### src/spi_cfg_defines.svh
`ifndef SPI_CFG_DEFINES_SVH
`define SPI_CFG_DEFINES_SVH

// register byte addresses on the serial bus
`define ADDR_IF_CFG      15'h0000
`define ADDR_MODE_CFG    15'h0002
`define ADDR_DEV_CLASS   15'h0003
`define ADDR_PART_LO     15'h0004
`define ADDR_PART_HI     15'h0005
`define ADDR_MAKER_LO    15'h000c
`define ADDR_MAKER_HI    15'h000d
`define ADDR_USER_CFG    15'h0010

// interface_config fields
`define IF_SOFT_RST_BIT  7
`define IF_ASCEND_BIT    5
`define IF_SEP_OUT_BIT   4
`define IF_CFG_RESET     8'h30

// operating_mode_config fields
`define MODE_LSB         0
`define MODE_MSB         1
`define MODE_CFG_RESET   8'h00
`define MODE_NORMAL      2'h0
`define MODE_POWER_DOWN  2'h3

// device_class upper reserved nibble and user config
`define CLASS_HI_RESET   4'h0
`define USER_FREEZE_BIT  0
`define USER_CFG_RESET   8'h00

// frame layout: one direction bit, fifteen address bits, then data
`define HDR_BITS         5'h10
`define BYTE_LAST_BIT    3'h7

// soft reset quiet period
`define SOFT_RST_NS      750
`define MCLK_PERIOD_NS   10
`define SOFT_RST_CYCLES  ((`SOFT_RST_NS + `MCLK_PERIOD_NS - 1) / `MCLK_PERIOD_NS)

`endif

### src/spi_cfg_pkg.sv
package spi_cfg_pkg;

  // serial bus pins seen by the device
  typedef struct packed {
    logic sclk;  // serial clock from the host
    logic cs_n;  // chip select, active low
    logic sdi;   // serial data in
  } spi_in_s;

  // frame sequencer states, one-hot
  typedef enum logic [3:0] {
    ST_IDLE = 4'h1,
    ST_HDR  = 4'h2,
    ST_DATA = 4'h4,
    ST_RST  = 4'h8
  } frame_state_e;

endpackage : spi_cfg_pkg

### src/edge_catch.sv
`timescale 1ns/10ps
// registers one pin and flags its edges
module edge_catch #(
  parameter logic RST_VAL = 1'b0
) (
  input  wire logic mclk,
  input  wire logic nrst,
  input  wire logic din,
  output logic      level,
  output logic      rise,
  output logic      fall
);

  logic prev_reg;  // level one cycle older

  // two stages give a clean edge compare
  always_ff @(posedge mclk or negedge nrst) begin
    if (!nrst) begin
      level    <= RST_VAL;
      prev_reg <= RST_VAL;
    end else begin
      level    <= din;
      prev_reg <= level;
    end
  end

  assign rise = level & ~prev_reg;
  assign fall = ~level & prev_reg;

endmodule : edge_catch

### src/spi_config_id_registers.sv
// Summary of operation
// - soft-reset bit resets chip and all registers
// - soft-reset bit clears itself after reset
// - direction bit picks streaming address step
// - output-line flag reads one; reads on sdo
// - mode field: normal or power down
// - device-class nibble is fixed read-only code
// - part identifier is fixed 16-bit code
// - maker identifier is fixed 16-bit code
// - freeze bit holds streaming address constant
`timescale 1ns/10ps
`include "spi_cfg_defines.svh"
module spi_config_id_registers #(
  parameter logic [3:0]  DEV_CLASS = 4'ha,     // arbitrary value
  parameter logic [15:0] PART_ID   = 16'h5a3c, // arbitrary value
  parameter logic [15:0] MAKER_ID  = 16'h1e7b  // arbitrary value
) (
  input  wire logic                 mclk,
  input  wire logic                 nrst,
  input  wire spi_cfg_pkg::spi_in_s spi_in,
  output logic                      sdo,
  output logic                      sdo_oe,
  output logic                      chip_reset,
  output logic [1:0]                op_mode,
  output logic                      power_down
);

  localparam logic [6:0] RST_CYCLES = 7'(`SOFT_RST_CYCLES);

  spi_cfg_pkg::frame_state_e state_reg;  // frame sequencer
  logic        sclk_rise;                // sampling edge
  logic        sclk_fall;                // shifting edge
  logic        cs_level;                 // registered select
  logic        cs_fall;                  // frame start
  logic        sdi_q;                    // data bit aligned to edges
  logic [4:0]  bit_cnt_reg;              // bits in header or byte
  logic [14:0] hdr_sr_reg;               // header shift register
  logic        rd_reg;                   // frame is a read
  logic [14:0] addr_reg;                 // current register address
  logic [6:0]  rx_sr_reg;                // write data shift register
  logic [7:0]  tx_sr_reg;                // read data shift register
  logic        load_reg;                 // reload tx after the header or a byte
  logic [6:0]  rst_cnt_reg;              // quiet period counter
  logic [7:0]  if_cfg_reg;               // interface_config
  logic [7:0]  mode_cfg_reg;             // operating_mode_config
  logic [3:0]  class_hi_reg;             // device_class writable nibble
  logic [7:0]  user_cfg_reg;             // user configuration
  logic        hdr_done;                 // last header bit sampled
  logic        byte_done;                // last data bit sampled
  logic        wr_en;                    // commit a written byte
  logic [7:0]  wr_data;                  // byte being committed
  logic        soft_clr;                 // soft reset request
  logic [14:0] addr_next;                // streaming next address

  // pin registers with edge flags; pins are synchronous to mclk
  edge_catch #(.RST_VAL(1'b0)) u_sclk (
    .mclk  (mclk),
    .nrst  (nrst),
    .din   (spi_in.sclk),
    .level (),
    .rise  (sclk_rise),
    .fall  (sclk_fall)
  );
  edge_catch #(.RST_VAL(1'b1)) u_cs (
    .mclk  (mclk),
    .nrst  (nrst),
    .din   (spi_in.cs_n),
    .level (cs_level),
    .rise  (),
    .fall  (cs_fall)
  );
  edge_catch #(.RST_VAL(1'b0)) u_sdi (
    .mclk  (mclk),
    .nrst  (nrst),
    .din   (spi_in.sdi),
    .level (sdi_q),
    .rise  (),
    .fall  ()
  );

  // read mux over the byte map; unmapped addresses read zero
  function automatic logic [7:0] rd_byte(input logic [14:0] a);
    logic [7:0] v;
    v = 8'h00;
    case (a)
      `ADDR_IF_CFG:    v = if_cfg_reg | (8'h01 << `IF_SEP_OUT_BIT);
      `ADDR_MODE_CFG:  v = mode_cfg_reg;
      `ADDR_DEV_CLASS: v = {class_hi_reg, DEV_CLASS};
      `ADDR_PART_LO:   v = PART_ID[7:0];
      `ADDR_PART_HI:   v = PART_ID[15:8];
      `ADDR_MAKER_LO:  v = MAKER_ID[7:0];
      `ADDR_MAKER_HI:  v = MAKER_ID[15:8];
      `ADDR_USER_CFG:  v = user_cfg_reg;
      default:         v = 8'h00;
    endcase
    return v;
  endfunction : rd_byte

  assign hdr_done  = (state_reg == spi_cfg_pkg::ST_HDR) && sclk_rise &&
                     (bit_cnt_reg == `HDR_BITS - 5'h01);
  assign byte_done = (state_reg == spi_cfg_pkg::ST_DATA) && sclk_rise &&
                     (bit_cnt_reg[2:0] == `BYTE_LAST_BIT);
  assign wr_en     = byte_done && !rd_reg;
  assign wr_data   = {rx_sr_reg, sdi_q};
  assign soft_clr  = wr_en && (addr_reg == `ADDR_IF_CFG) &&
                     wr_data[`IF_SOFT_RST_BIT];

  always_comb begin
    if (user_cfg_reg[`USER_FREEZE_BIT]) begin
      addr_next = addr_reg;
    end else if (if_cfg_reg[`IF_ASCEND_BIT]) begin
      addr_next = addr_reg + 15'h0001;
    end else begin
      addr_next = addr_reg - 15'h0001;
    end
  end

  // frame sequencer; a deselect always ends the frame
  always_ff @(posedge mclk or negedge nrst) begin
    if (!nrst) begin
      state_reg <= spi_cfg_pkg::ST_IDLE;
    end else begin
      case (state_reg)
        spi_cfg_pkg::ST_IDLE: begin
          // only a fresh select edge starts a frame
          if (cs_fall) begin
            state_reg <= spi_cfg_pkg::ST_HDR;
          end
        end
        spi_cfg_pkg::ST_HDR: begin
          if (cs_level) begin
            state_reg <= spi_cfg_pkg::ST_IDLE;
          end else if (hdr_done) begin
            state_reg <= spi_cfg_pkg::ST_DATA;
          end
        end
        spi_cfg_pkg::ST_DATA: begin
          if (soft_clr) begin
            state_reg <= spi_cfg_pkg::ST_RST;
          end else if (cs_level) begin
            state_reg <= spi_cfg_pkg::ST_IDLE;
          end
        end
        spi_cfg_pkg::ST_RST: begin
          if (rst_cnt_reg == 7'h01) begin
            state_reg <= spi_cfg_pkg::ST_IDLE;
          end
        end
        default: state_reg <= spi_cfg_pkg::ST_IDLE;
      endcase
    end
  end

  // header and data bit counting and shifting in
  always_ff @(posedge mclk or negedge nrst) begin
    if (!nrst) begin
      bit_cnt_reg <= 5'h00;
      hdr_sr_reg  <= 15'h0000;
      rx_sr_reg   <= 7'h00;
      rd_reg      <= 1'b0;
      addr_reg    <= 15'h0000;
    end else if (state_reg == spi_cfg_pkg::ST_IDLE) begin
      bit_cnt_reg <= 5'h00;
    end else if (hdr_done) begin
      // first bit is the direction, then the address msb first
      rd_reg      <= hdr_sr_reg[14];
      addr_reg    <= {hdr_sr_reg[13:0], sdi_q};
      bit_cnt_reg <= 5'h00;
    end else if (byte_done) begin
      addr_reg    <= addr_next;
      bit_cnt_reg <= 5'h00;
    end else if (sclk_rise) begin
      hdr_sr_reg  <= {hdr_sr_reg[13:0], sdi_q};
      rx_sr_reg   <= {rx_sr_reg[5:0], sdi_q};
      bit_cnt_reg <= bit_cnt_reg + 5'h01;
    end
  end

  // read data shifts out msb first on the falling edge
  always_ff @(posedge mclk or negedge nrst) begin
    if (!nrst) begin
      tx_sr_reg <= 8'h00;
      load_reg  <= 1'b0;
    end else begin
      load_reg <= hdr_done || byte_done;
      if (load_reg) begin
        tx_sr_reg <= rd_byte(addr_reg);
      end else if (sclk_fall && state_reg == spi_cfg_pkg::ST_DATA &&
                   bit_cnt_reg != 5'h00) begin
        tx_sr_reg <= {tx_sr_reg[6:0], 1'b0};
      end
    end
  end

  // reads only on the dedicated output line
  always_ff @(posedge mclk or negedge nrst) begin
    if (!nrst) begin
      sdo    <= 1'b0;
      sdo_oe <= 1'b0;
    end else begin
      sdo    <= tx_sr_reg[7];
      sdo_oe <= (state_reg == spi_cfg_pkg::ST_DATA) && rd_reg && !cs_level;
    end
  end

  // register bank; fixed identity codes have no storage, the output-line flag is stored as one
  always_ff @(posedge mclk or negedge nrst) begin
    if (!nrst) begin
      if_cfg_reg   <= `IF_CFG_RESET;
      mode_cfg_reg <= `MODE_CFG_RESET;
      class_hi_reg <= `CLASS_HI_RESET;
      user_cfg_reg <= `USER_CFG_RESET;
    end else if (soft_clr) begin
      // soft-reset bit comes back as zero
      if_cfg_reg   <= `IF_CFG_RESET;
      mode_cfg_reg <= `MODE_CFG_RESET;
      class_hi_reg <= `CLASS_HI_RESET;
      user_cfg_reg <= `USER_CFG_RESET;
    end else if (wr_en) begin
      // read-only bits and registers not written
      case (addr_reg)
        `ADDR_IF_CFG:    if_cfg_reg   <= (wr_data & 8'h6f) | 8'h10;
        // mode field incl. reserved codes stored
        `ADDR_MODE_CFG:  mode_cfg_reg <= wr_data;
        `ADDR_DEV_CLASS: class_hi_reg <= wr_data[7:4];
        `ADDR_USER_CFG:  user_cfg_reg <= wr_data;
        default:         ;
      endcase
    end
  end

  // chip reset held for the quiet period
  always_ff @(posedge mclk or negedge nrst) begin
    if (!nrst) begin
      rst_cnt_reg <= 7'h00;
      chip_reset  <= 1'b0;
    end else if (soft_clr) begin
      rst_cnt_reg <= RST_CYCLES;
      chip_reset  <= 1'b1;
    end else if (rst_cnt_reg != 7'h00) begin
      rst_cnt_reg <= rst_cnt_reg - 7'h01;
      chip_reset  <= (rst_cnt_reg != 7'h01);
    end
  end

  // mode drives the core power state
  always_ff @(posedge mclk or negedge nrst) begin
    if (!nrst) begin
      op_mode    <= `MODE_NORMAL;
      power_down <= 1'b0;
    end else begin
      op_mode    <= mode_cfg_reg[`MODE_MSB:`MODE_LSB];
      power_down <= mode_cfg_reg[`MODE_MSB:`MODE_LSB] == `MODE_POWER_DOWN;
    end
  end
endmodule : spi_config_id_registers

### config.mk
export PLATFORM = sky130hd
export DESIGN_NAME = spi_config_id_registers
export DESIGN_NICKNAME = d
export VERILOG_FILES = /design/src/spi_cfg_pkg.sv /design/src/edge_catch.sv /design/src/spi_config_id_registers.sv
export VERILOG_INCLUDE_DIRS = /design/src
export SDC_FILE = /design/constraint.sdc
export NUM_CORES = 1
export LEC_CHECK = 0
export BUFFER_PORTS_ARGS = -buffer_cell sky130_fd_sc_hd__buf_2
export CORE_AREA = 2 2 98 100
export CTS_CLUSTER_SIZE = 14
export DETAILED_ROUTE_END_ITERATION = 8
export DIE_AREA = 0 0 100 102
export PLACE_DENSITY = 0.75
export SYNTH_ARGS = -nofsm -noshare
export SYNTH_HDL_FRONTEND = slang
export SYNTH_HIERARCHICAL = 1
export SYNTH_SLANG_ARGS = --single-unit
### constraint.sdc
create_clock -name mclk -period 2.85 [get_ports mclk]
set_clock_uncertainty 0.05 [all_clocks]
set_input_delay 0.285 -clock mclk [delete_from_list [all_inputs] [get_ports mclk]]
set_output_delay 0.285 -clock mclk [all_outputs]
set_load 0.005 [all_outputs]
# Word level (Yosys, flattened, before mapping)
# Cells that the tools add are included.
# classes
eq_ne	21
n_addsub	4
reduce_logical	34
n_mux	34
n_bitwise	9
# op_table
cell	n
two-way mux 8 bit	11
one-hot mux 8 bit (8 select lines)	1
two-way mux 15 bit	4
two-way mux 4 bit	9
== test 15 x 2 -> 1 bit (second input constant)	2
== test 15 x 3 -> 1 bit (second input constant)	2
== test 15 x 4 -> 1 bit (second input constant)	2
two-way mux 5 bit	4
one-hot mux 4 bit (4 select lines)	1
nonzero test 2 bit	8
adder 15 x 1 -> 15 bit (second input constant)	1
== test 15 x 5 -> 1 bit (second input constant)	1
zero test 15 bit	1
subtractor 15 x 1 -> 15 bit (second input constant)	1
two-way mux 7 bit	2
logical AND 1 bit	11
AND reduction 2 bit	5
AND reduction 4 bit	2
== test 7 x 1 -> 1 bit (second input constant)	1
!= test 7 x 1 -> 1 bit (second input constant)	1
nonzero test 7 bit	1
subtractor 7 x 1 -> 7 bit (second input constant)	1
!= test 3 x 2 -> 1 bit (second input constant)	2
NOT 1 bit	6
other kinds (17)	22
# totals
word_cells	125
ff_bits	102

# Longest topological paths before layout
# depth
word_depth	9
mapped_depth	11
mapped_depth_nobuf	9

# Modules after synthesis
# The synthesis kept the hierarchy.
# by_module_without_submodules
mod	area_each_um2	cells_per_inst	n_inst
spi_config_id_registers	4729.5	500	1
edge_catch at u_sclk ...	65.1	4	2
edge_catch at u_cs	67.6	4	1

# Worst setup path before layout
# OpenSTA, ideal clock, no wires.
# synth_timing
path_type	register to register
startpoint	reg if_cfg_reg[5]
endpoint	reg addr_reg[14]
path_stages_with_launch	10
required_ps	2718
synth_period_minus_slack_ps	2563
arrival_time_ps	2431
n_path_buf	0
setup_slack_ps	287
path_cell_list	dfstp_2 inv_1 ha_1 a21oi_1 o22ai_1 a211oi_1 o2111ai_1 xnor2_1 or3_1 a31oi_1
# synth_via
elab_chain_len	4
# synth_lines
item	line_no	text
start: declaration	spi_config_id_registers.sv:44	logic [7:0] if_cfg_reg;
start signal: assignment	spi_config_id_registers.sv:209	if_cfg_reg <= `IF_CFG_RESET;
start signal: assignment	spi_config_id_registers.sv:215	if_cfg_reg <= `IF_CFG_RESET;
start signal: assignment	spi_config_id_registers.sv:222	`ADDR_IF_CFG: if_cfg_reg <= (wr_data & 8'h6f) | 8'h10;
two-way mux 15 bit	spi_config_id_registers.sv:111	end else if (if_cfg_reg[`IF_ASCEND_BIT]) begin
two-way mux 15 bit	spi_config_id_registers.sv:109	if (user_cfg_reg[`USER_FREEZE_BIT]) begin
two-way mux 15 bit	spi_config_id_registers.sv:169	end else if (byte_done) begin
two-way mux 15 bit	spi_config_id_registers.sv:164	end else if (hdr_done) begin
end signal: assignment	spi_config_id_registers.sv:167	addr_reg <= {hdr_sr_reg[13:0], sdi_q};
end signal: assignment	spi_config_id_registers.sv:170	addr_reg <= addr_next;
end: declaration	spi_config_id_registers.sv:39	logic [14:0] addr_reg;
# Every way passes these cells. The select of a mux whose other input is x is not followed.
# A chain may end at the register's enable or synchronous reset.

# Worst setup path after layout
# layout_timing
startpoint	reg if_cfg_reg[5]
endpoint	reg addr_reg[9]
# The elaborated chain is that of the path after synthesis.

==> qor.csv <==
metric;value;unit
status;finished clean;
die height;102;um
internal power;2.38;mW
All-Layer GR Usage;23.4;%
hold-critical path depth;0;
Rows;35;
Worst Hold Class;flop to flop;
core box area;9110;sq um
clock sink total;93;
Worst-Skew Late Latency;0.36;ns
first-pass GRT wire length;18700;um
PnR worst setup slack;0.0960;ns
hold violation total from the final report;0;
WS Path Type;flop to flop;
Max Freq;363;MHz
DP Area;5140;sq um
per-cell routed wire length;17.1;um
post-synthesis cell count;508;
IO Count;11;
count of final max-slew check failures;0;
Clock Tree Buf Depth;2;
Critical Path RT;3.09;ns
post-route cell area;5430;sq um
number of max-cap violations;0;
most frequent cells in the layout;nand2_1 (89), dfrtp_1 (89), nor2_1 (36);
Seq pwr share;47.9;%
RSZ-0062 raised after global routing;yes;
Slew @ Worst Pin;0.728;ns
crit end category;flop;
Routed Antenna Nets;0;
largest net degree at the start of global routing;43;
CTS root buf;clkbuf_8;
vias;3851;
Peak supply drop;0.348;mV
CTS tree;built;
hold_sp;tx_sr_reg[7];
PD cells;652;nW/um^2
arrival time worst endpoint;2.99;ns
syn_nets;533;
Die Area;10200;sq um
share of post-route cells with drive strength above 1;15.3;%
clock share of power;27.8;%
Sw Ratio;32.8;%
DR vias/cell;5.91;
synthesized area;4880;sq um
Die W;100;um
initial antenna violation count;0;
CP startpoint kind;flop;
vias in the first global route;3775;
Comb pwr share;24.3;%
worst reg2reg path endpoint;addr_reg[9];
H-tree levels;3;
DRT iter0 DRCs;182;
P&R area growth vs syn;11.3;%
max_slew headroom;51.3;%
placed wire-length estimate;8060;um
Psw;1.16;mW
worst reg2reg path startpoint;if_cfg_reg[5];
dpl ws;0.0282;ns
final period utilization;96.6;%
Initial Utilization;53.6;%
Multi-input gate area;2440;sq um
Reg area;2330;sq um
critical path peak fanout;11;
Synth Warn #;6;
final setup fails;0;
P_leak;2.58;nW
# nets final;561;
Detailed Route WL;11100;um
CTS buffer count;9;
Pre-Repair DR Iteration Count;4;
Final min period;2.75;ns
# port buffers;10;
Syn Area/Cell;9.61;sq um
Antenna Cells;0;
worst r2r path cells;10;
GRT overflow;0;
Fill cells;803;
Hold Path End;sdo;
clock-pin slew on the worst setup and hold paths;0.09;ns
global placer's final weighted congestion;0.983;
drt drc;0;
r2r setup slk;0.1;ns
==> what timing repair did <==
action | CTS | global route
pin swaps | 0 | 2
endpoints found under the hold margin | 42 | 0
setup endpoints to repair | 1 | 3
hold buffers | 4 | 0
setup buffers | 0 | 1
resized for setup | 1 | 3
==> worst max-delay path by stage <==
| stage | from | end | cells after the start |
|---|---|---|---|
| 2_1_floorplan | if_cfg_reg[5] | addr_reg[14] | 9 |
| 3_3_place_gp | if_cfg_reg[5] | addr_reg[14] | 9 |
| 3_5_place_dp | if_cfg_reg[5] | addr_reg[14] | 9 |
| 4_1_cts | if_cfg_reg[5] | addr_reg[9] | 10 |
| 5_1_grt | if_cfg_reg[5] | addr_reg[14] | 10 |
| 6_report | if_cfg_reg[5] | addr_reg[9] | 10 |
==> stage by stage <==
stage                     setup TNS (ns)  instances  util, %  hold slack (ns)  power, mW
after floorplan                        0        508        -          -0.0606       2.30
after global placement                 0        631     56.5            0.257       2.52
after detailed placement               0        631     56.5            0.265       2.58
after CTS                              0        651     59.4            0.337       3.57
after global routing             -0.0533        652     59.6            0.354       3.77
final                                  0        652     59.6            0.333       3.54
==> worst max-delay path, cell delays in order, from the launching register on <==
cell and delay [ns]:
dfstp_2 0.57, inv_1 0.18, ha_1 0.43, a21oi_1 0.09, nor2b_1 0.13, a311oi_1 0.07
buf_4 0.16, o21a_1 0.20, nand2b_1 0.17, or3b_2 0.46, a31oi_1 0.16
==> final cells by class <==
type / instances / share of cell area (%)
tap: 111 / 2.56
timing repair buffer: 36 / 4.75
clock inverter: 6 / 1.77
multi-input combinational: 385 / 44.9
clock buffer: 10 / 2.35
sequential: 93 / 42.9
inverter: 11 / 0.760
==> per-layer routing <==
| layer | share of wire (%) | GRT usage [%] |
|---|---|---|
| met1 | 46 | 30.9 |
| met2 | 50 | 39.9 |
| met3 | 3.2 | 3.69 |
| met4 | 1.3 | 7.48 |
| met5 | 0 | 0 |
==> power groups by stage <==
stage	clock, mW	sequential (mW)	combinational, mW
after floorplan	0	1.64	0.656
after global placement	0	1.71	0.805
after detailed placement	0	1.72	0.859
after CTS	1.00	1.70	0.871
after global routing	1.06	1.72	0.989
final	0.984	1.70	0.861
No activity file was read; power rests on OpenSTA's default activity.
